**src/rtl/pll_ctrl_pkg.sv**
```systemverilog
// constants, field widths and state codes for the synthesizer bandwidth and lock control
// assumes a single 10 MHz system clock; reference and vco clocks arrive as sampled pins

package pll_ctrl_pkg;

  // ****************************************************************
  // widths
  // ****************************************************************
  localparam int R_W   = 8;
  localparam int N_W   = 12;
  localparam int P_W   = 2;
  localparam int L_W   = 8;
  localparam int PER_W = 16;
  localparam int FB_W  = N_W + 3;

  // ****************************************************************
  // reset values and tolerances, in system clock cycles
  // ****************************************************************
  localparam logic [PER_W-1:0] ACQ_TOL_DEF  = 16'h0010;
  localparam logic [PER_W-1:0] LOCK_TOL_DEF = 16'h0004;
  localparam logic [PER_W-1:0] PER_MAX      = 16'hffff;
  localparam logic [PER_W-1:0] PER_ZERO     = 16'h0000;
  localparam logic             FLAG_RST     = 1'b0;

  // ****************************************************************
  // filter state
  // ****************************************************************
  typedef enum logic [2:0] {
    ST_OFF   = 3'b001,
    ST_ACQ   = 3'b010,
    ST_TRACK = 3'b100
  } filt_state_e;

endpackage

```
**src/rtl/tick_if.sv**
```systemverilog
// one-cycle tick carried between the sampler, the dividers and the control
// assumes all parties sit on the same system clock
`timescale 1ns/10ps
`default_nettype none

interface tick_if;
  logic tick;
  modport src (output tick);
  modport dst (input tick);
endinterface

`default_nettype wire

```
**src/rtl/pin_sync.sv**
```systemverilog
// three-stage sampler for a clock arriving on a pin, giving a rising-edge tick
// assumes the pin toggles well below half the system clock rate
`timescale 1ns/10ps
`default_nettype none

module pin_sync
(
  input  wire logic clk,
  input  wire logic rst,
  input  wire logic pin,
  tick_if.src       rise_t
);

  // ****************************************************************
  // sampler
  // ****************************************************************
  logic s1_reg;
  logic s2_reg;
  logic s3_reg;
  logic level_reg;
  logic rise_reg;
  logic level_next;
  logic rise_next;

  // first stage feeds only the second; a change counts when stages two and three agree
  always_comb
  begin
    level_next = level_reg;
    rise_next  = 1'b0;
    if (s2_reg == s3_reg && s3_reg != level_reg)
    begin
      level_next = s3_reg;
      rise_next  = s3_reg;
    end
  end

  always_ff @(posedge clk or posedge rst)
  begin
    if (rst)
    begin
      s1_reg    <= 1'b0;
      s2_reg    <= 1'b0;
      s3_reg    <= 1'b0;
      level_reg <= 1'b0;
      rise_reg  <= 1'b0;
    end
    else
    begin
      s1_reg    <= pin;
      s2_reg    <= s1_reg;
      s3_reg    <= s2_reg;
      level_reg <= level_next;
      rise_reg  <= rise_next;
    end
  end

  assign rise_t.tick = rise_reg;
endmodule

`default_nettype wire

```
**src/rtl/tick_divider.sv**
```systemverilog
// modulo divider of input ticks: one output tick per modulus input ticks
// assumes modulus is never zero; the caller maps zero to one
`timescale 1ns/10ps
`default_nettype none

module tick_divider
#(
  parameter int MOD_W = 8
)
(
  input  wire logic             clk,
  input  wire logic             rst,
  input  wire logic             en,
  input  wire logic [MOD_W-1:0] modulus,
  tick_if.dst                   in_t,
  tick_if.src                   out_t
);

  // ****************************************************************
  // counter
  // ****************************************************************
  logic [MOD_W-1:0] count_reg;
  logic [MOD_W-1:0] count_next;
  logic             out_reg;
  logic             out_next;

  always_comb
  begin
    count_next = count_reg;
    out_next   = 1'b0;
    if (!en)
      count_next = '0;
    else if (in_t.tick)
    begin
      if (count_reg >= modulus - MOD_W'(1))
      begin
        count_next = '0;
        out_next   = 1'b1;
      end
      else
        count_next = count_reg + MOD_W'(1);
    end
  end

  always_ff @(posedge clk or posedge rst)
  begin
    if (rst)
    begin
      count_reg <= '0;
      out_reg   <= 1'b0;
    end
    else
    begin
      count_reg <= count_next;
      out_reg   <= out_next;
    end
  end

  assign out_t.tick = out_reg;
endmodule

`default_nettype wire

```
**src/rtl/pll_bw_lock_ctrl.sv**
```systemverilog
// bandwidth selection, lock detection and lock-change interrupt for the synthesizer
// assumes reference and vco clocks come in on pins, slower than half of clk;
// the analog vco, loop filter and clock transition circuit sit outside
`timescale 1ns/10ps
`default_nettype none

module pll_bw_lock_ctrl
#(
  parameter logic [pll_ctrl_pkg::PER_W-1:0] ACQ_TOL  = pll_ctrl_pkg::ACQ_TOL_DEF,
  parameter logic [pll_ctrl_pkg::PER_W-1:0] LOCK_TOL = pll_ctrl_pkg::LOCK_TOL_DEF
)
(
  input  wire logic                          clk,
  input  wire logic                          rst,
  input  wire logic                          ref_clk_pin,
  input  wire logic                          vco_clk_pin,
  input  wire logic                          auto_mode,
  input  wire logic                          synth_power_on,
  input  wire logic                          manual_filter_mode,
  input  wire logic [pll_ctrl_pkg::R_W-1:0]  ref_div_r,
  input  wire logic [pll_ctrl_pkg::N_W-1:0]  mult_n,
  input  wire logic [pll_ctrl_pkg::P_W-1:0]  prescale_p,
  input  wire logic [pll_ctrl_pkg::L_W-1:0]  range_l,
  input  wire logic                          base_clock_select_req,
  input  wire logic                          lock_change_irq_enable,
  input  wire logic                          irq_ack,
  output logic                               pll_enable,
  output logic                               base_clock_select,
  output logic                               filter_mode_flag,
  output logic                               filter_tracking,
  output logic                               freq_settled_flag,
  output logic                               lock_change_irq,
  output logic                               divided_reference_clock,
  output logic                               divided_feedback_clock
);

  // ****************************************************************
  // pin sampling and dividers
  // ****************************************************************
  tick_if ref_raw ();
  tick_if vco_raw ();
  tick_if ref_div ();
  tick_if fb_div ();

  logic [pll_ctrl_pkg::R_W-1:0]  r_eff;
  logic [pll_ctrl_pkg::N_W-1:0]  n_eff;
  logic [pll_ctrl_pkg::FB_W-1:0] fb_mod;
  logic                          pll_en_c;

  assign r_eff    = (ref_div_r == '0) ? pll_ctrl_pkg::R_W'(1) : ref_div_r;
  assign n_eff    = (mult_n == '0) ? pll_ctrl_pkg::N_W'(1) : mult_n;
  // feedback modulus is n scaled by two to the p, so vco = ref * 2^p * n / r
  assign fb_mod   = pll_ctrl_pkg::FB_W'(n_eff) << prescale_p;
  assign pll_en_c = synth_power_on && (range_l != '0);

  pin_sync u_ref_sync
  (
    .clk    (clk),
    .rst    (rst),
    .pin    (ref_clk_pin),
    .rise_t (ref_raw)
  );

  pin_sync u_vco_sync
  (
    .clk    (clk),
    .rst    (rst),
    .pin    (vco_clk_pin),
    .rise_t (vco_raw)
  );

  tick_divider #(.MOD_W(pll_ctrl_pkg::R_W)) u_ref_div
  (
    .clk     (clk),
    .rst     (rst),
    .en      (pll_en_c),
    .modulus (r_eff),
    .in_t    (ref_raw),
    .out_t   (ref_div)
  );

  tick_divider #(.MOD_W(pll_ctrl_pkg::FB_W)) u_fb_div
  (
    .clk     (clk),
    .rst     (rst),
    .en      (pll_en_c),
    .modulus (fb_mod),
    .in_t    (vco_raw),
    .out_t   (fb_div)
  );

  // ****************************************************************
  // period measurement
  // ****************************************************************
  // periods are counted in clk cycles; resolution limits how tight the tolerances may be
  logic [pll_ctrl_pkg::PER_W-1:0] ref_cnt_reg;
  logic [pll_ctrl_pkg::PER_W-1:0] ref_cnt_next;
  logic [pll_ctrl_pkg::PER_W-1:0] fb_cnt_reg;
  logic [pll_ctrl_pkg::PER_W-1:0] fb_cnt_next;
  logic [pll_ctrl_pkg::PER_W-1:0] fb_per_reg;
  logic [pll_ctrl_pkg::PER_W-1:0] fb_per_next;
  logic                           fb_valid_reg;
  logic                           fb_valid_next;
  logic [pll_ctrl_pkg::PER_W-1:0] fb_eff;
  logic [pll_ctrl_pkg::PER_W-1:0] diff;
  logic                           within_acq;
  logic                           within_lock;

  always_comb
  begin
    ref_cnt_next  = (ref_cnt_reg == pll_ctrl_pkg::PER_MAX) ? ref_cnt_reg
                    : ref_cnt_reg + pll_ctrl_pkg::PER_W'(1);
    fb_cnt_next   = (fb_cnt_reg == pll_ctrl_pkg::PER_MAX) ? fb_cnt_reg
                    : fb_cnt_reg + pll_ctrl_pkg::PER_W'(1);
    fb_per_next   = fb_per_reg;
    fb_valid_next = fb_valid_reg;
    if (!pll_en_c)
    begin
      ref_cnt_next  = pll_ctrl_pkg::PER_ZERO;
      fb_cnt_next   = pll_ctrl_pkg::PER_ZERO;
      fb_valid_next = 1'b0;
    end
    else
    begin
      if (ref_div.tick)
        ref_cnt_next = pll_ctrl_pkg::PER_ZERO;
      if (fb_div.tick)
      begin
        fb_per_next   = fb_cnt_reg;
        fb_cnt_next   = pll_ctrl_pkg::PER_ZERO;
        fb_valid_next = 1'b1;
      end
    end
  end

  always_ff @(posedge clk or posedge rst)
  begin
    if (rst)
    begin
      ref_cnt_reg  <= pll_ctrl_pkg::PER_ZERO;
      fb_cnt_reg   <= pll_ctrl_pkg::PER_ZERO;
      fb_per_reg   <= pll_ctrl_pkg::PER_ZERO;
      fb_valid_reg <= 1'b0;
    end
    else
    begin
      ref_cnt_reg  <= ref_cnt_next;
      fb_cnt_reg   <= fb_cnt_next;
      fb_per_reg   <= fb_per_next;
      fb_valid_reg <= fb_valid_next;
    end
  end

  // a stalled vco shows as a growing open period, so it still fails the compare
  always_comb
  begin
    fb_eff      = (fb_cnt_reg > fb_per_reg) ? fb_cnt_reg : fb_per_reg;
    diff        = (ref_cnt_reg > fb_eff) ? ref_cnt_reg - fb_eff : fb_eff - ref_cnt_reg;
    within_acq  = fb_valid_reg && (diff <= ACQ_TOL);
    within_lock = fb_valid_reg && (diff <= LOCK_TOL);
  end

  // ****************************************************************
  // filter state, flags and interrupt
  // ****************************************************************
  pll_ctrl_pkg::filt_state_e state_reg;
  pll_ctrl_pkg::filt_state_e state_next;
  logic                      flag_next;
  logic                      track_next;
  logic                      lock_next;
  logic                      irq_next;
  logic                      bcs_next;

  always_comb
  begin
    case (state_reg)
      pll_ctrl_pkg::ST_OFF:
        state_next = pll_en_c ? pll_ctrl_pkg::ST_ACQ : pll_ctrl_pkg::ST_OFF;
      pll_ctrl_pkg::ST_ACQ:
        if (!pll_en_c)
          state_next = pll_ctrl_pkg::ST_OFF;
        else if (ref_div.tick && within_acq)
          state_next = pll_ctrl_pkg::ST_TRACK;
        else
          state_next = pll_ctrl_pkg::ST_ACQ;
      pll_ctrl_pkg::ST_TRACK:
        if (!pll_en_c)
          state_next = pll_ctrl_pkg::ST_OFF;
        else if (ref_div.tick && !within_acq)
          state_next = pll_ctrl_pkg::ST_ACQ;
        else
          state_next = pll_ctrl_pkg::ST_TRACK;
      default:
        state_next = pll_ctrl_pkg::ST_OFF;
    endcase
  end

  always_comb
  begin
    if (auto_mode)
    begin
      flag_next  = (state_next == pll_ctrl_pkg::ST_TRACK);
      track_next = (state_next != pll_ctrl_pkg::ST_ACQ);
    end
    else
    begin
      flag_next  = manual_filter_mode;
      track_next = manual_filter_mode;
    end
    if (!auto_mode || !pll_en_c)
      lock_next = 1'b0;
    else if (ref_div.tick)
      lock_next = within_lock;
    else
      lock_next = freq_settled_flag;
    // set wins over acknowledge in the same cycle
    if (!lock_change_irq_enable || !auto_mode)
      irq_next = 1'b0;
    else if (lock_next != freq_settled_flag)
      irq_next = 1'b1;
    else if (irq_ack)
      irq_next = 1'b0;
    else
      irq_next = lock_change_irq;
    bcs_next = base_clock_select_req && pll_en_c;
  end

  always_ff @(posedge clk or posedge rst)
  begin
    if (rst)
    begin
      state_reg         <= pll_ctrl_pkg::ST_OFF;
      filter_mode_flag  <= pll_ctrl_pkg::FLAG_RST;
      filter_tracking   <= pll_ctrl_pkg::FLAG_RST;
      freq_settled_flag <= pll_ctrl_pkg::FLAG_RST;
      lock_change_irq   <= pll_ctrl_pkg::FLAG_RST;
      base_clock_select <= pll_ctrl_pkg::FLAG_RST;
      pll_enable        <= pll_ctrl_pkg::FLAG_RST;
    end
    else
    begin
      state_reg         <= state_next;
      filter_mode_flag  <= flag_next;
      filter_tracking   <= track_next;
      freq_settled_flag <= lock_next;
      lock_change_irq   <= irq_next;
      base_clock_select <= bcs_next;
      pll_enable        <= pll_en_c;
    end
  end

  assign divided_reference_clock = ref_div.tick;
  assign divided_feedback_clock  = fb_div.tick;
endmodule

`default_nettype wire

```
**config.mk**
```make
export PLATFORM = sky130hd
export DESIGN_NAME = pll_bw_lock_ctrl
export DESIGN_NICKNAME = d
export VERILOG_FILES = /design/src/rtl/pll_ctrl_pkg.sv /design/src/rtl/tick_if.sv /design/src/rtl/pin_sync.sv /design/src/rtl/tick_divider.sv /design/src/rtl/pll_bw_lock_ctrl.sv
export SDC_FILE = /design/constraint.sdc
export NUM_CORES = 1
export LEC_CHECK = 0
export ABC_AREA = 0
export BUFFER_PORTS_ARGS = -buffer_cell sky130_fd_sc_hd__buf_2
export CAP_MARGIN = 20
export CORE_MARGIN = 1.5
export CORE_UTILIZATION = 30
export CTS_BUF_LIST = sky130_fd_sc_hd__clkbuf_8
export DETAILED_ROUTE_END_ITERATION = 10
export GPL_TIMING_DRIVEN = 0
export HOLD_SLACK_MARGIN = 0.08
export MAX_ROUTING_LAYER = met4
export PLACE_DENSITY = 0.44
export SLEW_MARGIN = 40
export SYNTH_ARGS = -nofsm -noshare
export SYNTH_HDL_FRONTEND = slang
export SYNTH_HIERARCHICAL = 1
export SYNTH_SLANG_ARGS = --single-unit
```
**constraint.sdc**
```tcl
create_clock -name clk -period 7.4 [get_ports clk]
set_clock_uncertainty 0.2 [all_clocks]
set_input_delay 1.85 -clock clk [delete_from_list [all_inputs] [get_ports clk]]
set_output_delay 1.85 -clock clk [all_outputs]
set_load 0.05 [all_outputs]
```
==> run summary, run 1 <==
status -> completed
unrepaired setup endpoints after global routing -> false
fin crit share -> 0.9188
mux cell area share after synthesis -> 0.09144
min-delay src -> u_vco_sync/s1_reg$_DFF_PP0_
antenna diode instance count -> 0
initial antenna violation count -> 0
Worst R2R Start -> fb_cnt_reg[1]$_DFFE_PP0P_
Crit path required time -> 7480 ps
register bit total from synthesis -> 93
main combinational cell family by area after synthesis -> simple AND/OR/NAND/NOR gates
CTS Root Cell -> clkbuf_8
total wire length -> 21030 um
GRT Total Usage -> 0.1580
Synth async-reset ratio -> 1.000
Post-synth EDFFs -> 0
DRT antenna net count -> 0
setup TNS -> 0 ps
I/O pin total -> 48
1st-pass router iterations -> 4
post-synthesis compound-gate area fraction -> 0.1841
via count -> 6830
Max VDD drop -> 0.1106 mV
floorplan core area -> 26800 sq um
DRC -> 0
CTS Hold Bufs -> 0
Die W -> 167.9 um
Fmax -> 0.1471 GHz
Cells after Synth -> 919
Max Slew Vio Count -> 0
Final Hold Viols -> 0
Die ar. -> 28180 sq um
adder-cell share of the synthesized area -> 0.1194
WHS Path Cells -> 0
worst-margin pin slew -> 825.6 ps
Post-Syn Area -> 8155 sq um
CP Capture Type -> flop
Initial Utilization -> 0.3043
syn nets -> 1035
Fillers -> 2801
Pwr Total -> 1.328 mW
R2R depth -> 23
clock latency on the worst-skew pair -> 380 ps
Power Dens Cells -> 146.2 nW/um^2
final layout net count -> 1093
DPL Wire Length -> 16680 um
Rel. slew slack -> 0.4496
Avg Inst Size Synth -> 8.874 sq um
post-CTS setup buffers -> 0
# H-tree levels -> 3
CTS sink cnt -> 93
Setup crit start -> fb_cnt_reg[1]$_DFFE_PP0P_
Yosys Warn Count -> 6
Netlist cell types -> 91
Tmin final -> 6799 ps
sequential share of the synthesized area -> 0.2855
gr ovfl total -> 0
Placer Congestion -> 0.8146
CTS max path bufs -> 2
Synth Area in XOR/XNOR -> 0.05370
Worst-path clk slew -> 100 ps
Die H -> 167.9 um
CTS tree -> yes
Hold Path Class -> flop to flop
largest net degree at the start of global routing -> 34
drt first-iter violations -> 332
final setup vio count -> 0
synth-to-layout area growth -> 11.41%
# port buffers -> 46
Crit Path Class -> flop to flop
crit-path max FO -> 10
Via density -> 5.163
vias in the first global route -> 6584
static leakage -> 4.016 nW
simple logic cell fraction of the synthesized area -> 0.2140
main flop type after synthesis -> dfrtp_1
layout cells sized above 1 -> 0.1599
FP Rows -> 60
global-route wire length before repair -> 34620 um
MaxCap Viol Count -> 0
post-cts sizing count -> 0
Critical Path Source Type -> flop
worst path arrival time -> 6880 ps
total CTS buffers -> 9
wire per inst -> 15.90 um
==> stage by stage <==
step	utilization	area (sq um)	hold slack (ps)	std cells	worst slack, ps
4_1_cts	0.3390	9086	164.7	1323	567.5
3_5_place_dp	0.3299	8841	140.2	1307	646.4
2_1_floorplan	-	8155	131.2	919	1812
5_1_grt	0.3390	9086	172.9	1323	73.18
6_report	0.3390	9086	160.2	1323	600.9
3_3_place_gp	0.3288	8812	133.5	1306	596.1
==> Yosys cell counts (all sizes together), types with 23 or more instances <==
master,count,area share
a21oi,57,0.036
a31oi,26,0.023
clkbuf,23,0.011
dfrtp,92,0.28
ha,76,0.12
inv,54,0.025
mux2,32,0.044
mux2i,25,0.031
nand2,75,0.035
nand3,35,0.021
nor2,67,0.032
nor3,29,0.018
o21ai,34,0.022
xnor2,32,0.034
==> critical path, cell delays in order (launching register included) <==
cell	delay, ps
dfrtp_1	470
ha_1	330
nor2b_1	130
o21a_1	160
o21a_1	170
o21a_1	170
o21a_1	160
o21a_1	170
o21bai_1	110
a21boi_0	100
o32ai_1	270
clkbuf_1	680
mux2i_1	260
ha_1	330
clkbuf_1	340
nand2_1	100
or3_4	380
o31ai_4	400
nand2_1	180
a2111oi_0	470
o2bb2ai_1	230
nor4_4	400
nand3_1	180
a41oi_1	290
==> routing by layer <==
layer	vias to the layer above	share of wire	GRT usage
li1	3481	-	-
met1	3273	0.50	0.2134
met2	70	0.47	0.2529
met3	6	0.023	0.02562
met4	0	0.0041	0.02468
met5	-	0	-
==> power by group <==
group / switching, mW / total [mW] / internal (mW)
sequential: 0.0122 / 0.533 / 0.520
combinational: 0.216 / 0.374 / 0.158
clock: 0.196 / 0.422 / 0.226
==> final timing paths <==
path                       slack (ps)                           to
setup / recovery                  600    filter_tracking$_DFF_PP0_
hold / removal                    160  u_vco_sync/s2_reg$_DFF_PP0_
setup reg to reg                  600    filter_tracking$_DFF_PP0_
hold reg to reg                   160  u_vco_sync/s2_reg$_DFF_PP0_
max in group asynchronous        5170   fb_cnt_reg[12]$_DFFE_PP0P_
min in group asynchronous        1200  u_vco_sync/s2_reg$_DFF_PP0_
==> cell type report <==
type	count	area, sq um	share of cell area
plain buffers	40	211.5	0.02327
flip-flops and latches	93	2328	0.2563
well taps	341	426.7	0.04696
clock inverters	7	121.4	0.01336
inverters	55	214.0	0.02355
repair buffers	47	250.2	0.02754
multi-input cells	731	5410	0.5954
clock buffers	9	123.9	0.01363
==> placed cells by master (no fill, tap or decap), types with 29 or more instances in the layout <==
master | synthesis | routed
xnor2_1 | 32 | 32
buf_2 | 7 | 53
a21oi_1 | 55 | 55
nor3_1 | 29 | 29
ha_1 | 76 | 76
o21ai_0 | 31 | 31
nand2_1 | 75 | 75
nand3_1 | 35 | 35
mux2_2 | 32 | 32
nor2_1 | 65 | 65
dfrtp_1 | 92 | 92
inv_1 | 54 | 53
==> cell families (layout without fill, tap and decap cells) <==
family          count (synthesis)  in the layout
simple gates                  329            329
flops                          93             93
buf+inv                        95            158
mux                            63             63
fa+ha+maj                      78             78
compound gates                211            211
xor+xnor                       50             50
Power figures use the tool's default switching activity.
==> run 2, diff against run 1 <==
--- a/config.mk
+++ b/config.mk
@@ -15,7 +15,7 @@
 export GPL_TIMING_DRIVEN = 0
 export HOLD_SLACK_MARGIN = 0.08
 export MAX_ROUTING_LAYER = met4
-export PLACE_DENSITY = 0.44
+export PLACE_DENSITY = 0.46
 export SLEW_MARGIN = 40
 export SYNTH_ARGS = -nofsm -noshare
 export SYNTH_HDL_FRONTEND = slang
==> constraint.sdc (replaced) <==
create_clock -name clk -period 5.59 [get_ports clk]
set_clock_uncertainty 0.2 [all_clocks]
set_input_delay 1.3975 -clock clk [delete_from_list [all_inputs] [get_ports clk]]
set_output_delay 1.3975 -clock clk [all_outputs]
set_load 0.05 [all_outputs]
==> run summary, run 2 (synthesis results as in run 1) <==
Place WS -> -1134 ps (-1781 ps)
vias in the first global route -> 6730 (+2.2%)
Tmin final -> 5598 ps (-1201 ps)
Hold WS -> 155.0 ps (-5.167 ps)
Hold Path Class -> flop to flop
static leakage -> 4.282 nW (+6.6%)
largest net degree at the start of global routing -> 39 (+15%)
synth-to-layout area growth -> 20.51%
sw frac -> 0.3579 (+0.03880)
Power Dens Cells -> 183.3 nW/um^2 (+25%)
drt first-iter violations -> 310 (-6.6%)
global-route wire length before repair -> 35920 um (+3.7%)
# port buffers -> 46 (unchanged)
total wire length -> 21730 um (+3.3%)
Die H -> 167.9 um (unchanged)
Rel. slew slack -> 0.5271 (+0.07748)
Worst R2R Start -> fb_cnt_reg[1]$_DFFE_PP0P_
CTS tree -> yes
worst path arrival time -> 5710 ps (-1170 ps)
Crit Path Class -> flop to flop
Max VDD drop -> 0.09931 mV (-10%)
Initial Utilization -> 0.3043 (unchanged)
wire per inst -> 16.09 um (+1.2%)
Fmax -> 0.1786 GHz (+21%)
Placer Congestion -> 0.8302 (+1.9%)
design area -> 9828 sq um (+8.2%)
R2R setup slack -> -8 ps (-610 ps)
commonest non-fill, non-tap cell in the layout -> dfrtp_1
status -> finished, violations left
antenna diode instance count -> 0 (unchanged)
Seq pwr share -> 0.392 (-0.009)
GRT Total Usage -> 0.1625 (+0.004565)
slowest CP cell -> dfrtp_2
via count -> 7017 (+2.7%)
Die W -> 167.9 um (unchanged)
CTS Root Cell -> clkbuf_8
placed insts -> 1307 (unchanged)
R2R depth -> 25 (+8.7%)
DRT antenna net count -> 0 (unchanged)
CTS Hold Bufs -> 0 (unchanged)
Top cell by count, worst path -> o21a_1
Pwr Total -> 1.802 mW (+36%)
failing checks -> negative setup slack
DPL Wire Length -> 16520 um (-0.96%)
clock power share -> 0.249 (-0.069)
worst-margin pin slew -> 703.5 ps (-122.1 ps)
fin cells -> 1350 (+2.0%)
crit-path leading delay family -> compound AO/OA/AOI/OAI gates
worst setup margin -> -8.114 ps (-609.0 ps)
Internal -> 1.157 mW (+28%)
Crit path required time -> 5710 ps (-1770 ps)
unrepaired setup endpoints after global routing -> true
CP peak stage delay -> 440 ps (-240 ps)
Critical Path Source Type -> flop
Reg area -> 2333 sq um (+0.22%)
# H-tree levels -> 3 (unchanged)
Die ar. -> 28180 sq um (unchanged)
final layout net count -> 1120 (+2.5%)
FP Rows -> 60 (unchanged)
post-layout util -> 0.3667 (+0.02768)
Setup crit start -> fb_cnt_reg[1]$_DFFE_PP0P_
DRC -> 0 (unchanged)
floorplan core area -> 26800 sq um (unchanged)
1st-pass router iterations -> 4 (unchanged)
initial antenna violation count -> 0 (unchanged)
I/O pin total -> 48 (unchanged)
setup TNS -> -8.114 ps (-8.114 ps)
Final Hold Viols -> 0 (unchanged)
multi-input logic area -> 5887 sq um (+8.8%)
MaxCap Viol Count -> 0 (unchanged)
fin crit share -> 1.001 (+0.08265)
Net Sw Power -> 644.9 uW (+52%)
Placed Area -> 8848 sq um (about the same)
total CTS buffers -> 9 (unchanged)
Fillers -> 2748 (-1.9%)
Via density -> 5.198 (+0.68%)
clock latency on the worst-skew pair -> 390 ps (about the same)
CP bufs+invs -> 4 (+2)
gr ovfl total -> 0 (unchanged)
CTS max path bufs -> 2 (unchanged)
layout cells sized above 1 -> 0.2458 (+0.08591)
most frequent cells in the layout -> 88 x dfrtp_1, 72 x nand2_1, 65 x nor2_1
RR Endpoint -> filter_tracking$_DFF_PP0_
CTS sink cnt -> 93 (unchanged)
crit-path max FO -> 6 (-4)
Worst-path clk slew -> 110 ps (about the same)
CP Capture Type -> flop
worst setup path end -> filter_tracking$_DFF_PP0_
final setup vio count -> 1 (+1)
Comb power frac -> 0.359 (+0.078)
Crit path depth -> 25 (+8.7%)
Max Slew Vio Count -> 0 (unchanged)
run 2: worst min-delay path by stage:
stage | depth (start not counted) | end | start
floorplan | 0 | u_ref_sync/s2_reg$_DFF_PP0_ | u_ref_sync/s1_reg$_DFF_PP0_
global placement | 0 | u_vco_sync/s2_reg$_DFF_PP0_ | u_vco_sync/s1_reg$_DFF_PP0_
detailed placement | 0 | u_vco_sync/s2_reg$_DFF_PP0_ | u_vco_sync/s1_reg$_DFF_PP0_
CTS | 0 | u_vco_sync/s2_reg$_DFF_PP0_ | u_vco_sync/s1_reg$_DFF_PP0_
global route | 0 | u_vco_sync/s2_reg$_DFF_PP0_ | u_vco_sync/s1_reg$_DFF_PP0_
finish | 0 | u_vco_sync/s2_reg$_DFF_PP0_ | u_vco_sync/s1_reg$_DFF_PP0_
run 2: timing repair:
item	4_1_cts	5_1_grt
setup endpoints to repair	6	20
gates resized for setup	62	62
cloned	1	0
buffers inserted	14	15
hold endpoints to repair	0	0
pin swaps	20	18
run 2: worst reg2reg max path, stage by stage, from the launching register on:
cell      delay [ps]
dfrtp_2          440
ha_4             250
nor2b_4          120
o21a_1           160
o21a_1           170
o21a_1           170
o21a_1           170
o21a_1           170
o21bai_1         140
a21boi_1          90
o32ai_2           90
buf_4            200
buf_8            140
mux2_2           380
ha_4             310
nand4_4          100
or3_4            420
or3_1            370
buf_6            160
nand2_4           80
o211ai_1         130
mux2_4           360
nor4_4           290
buf_6            170
nand3_4           80
a41oi_2          190
run 2: power groups by stage:
stage / Clock (mW) / Sequential, mW / Combinational, mW
2_1_floorplan: 0 / 0.721 / 0.378
3_3_place_gp: 0 / 0.719 / 0.496
3_5_place_dp: 0 / 0.719 / 0.498
4_1_cts: 0.472 / 0.706 / 0.609
5_1_grt: 0.495 / 0.709 / 0.705
6_report: 0.449 / 0.706 / 0.647
run 2: layout make-up:
class	instances	share of cell area
flip-flops and latches	93	0.2374
plain buffers	37	0.02801
multi-input cells	731	0.5990
repair buffers	77	0.05194
well taps	341	0.04341
clock buffers	9	0.01260
inverters	55	0.02177
clock inverters	7	0.005856
run 2: per-layer routing:
metal	share of wire	vias up	wire length, um	global-route usage
li1	-	3535	-	-
met1	0.50	3362	10920	0.2243
met2	0.46	104	9942	0.2513
met3	0.029	16	626	0.02233
met4	0.011	0	241	0.03878
met5	0	-	0	-
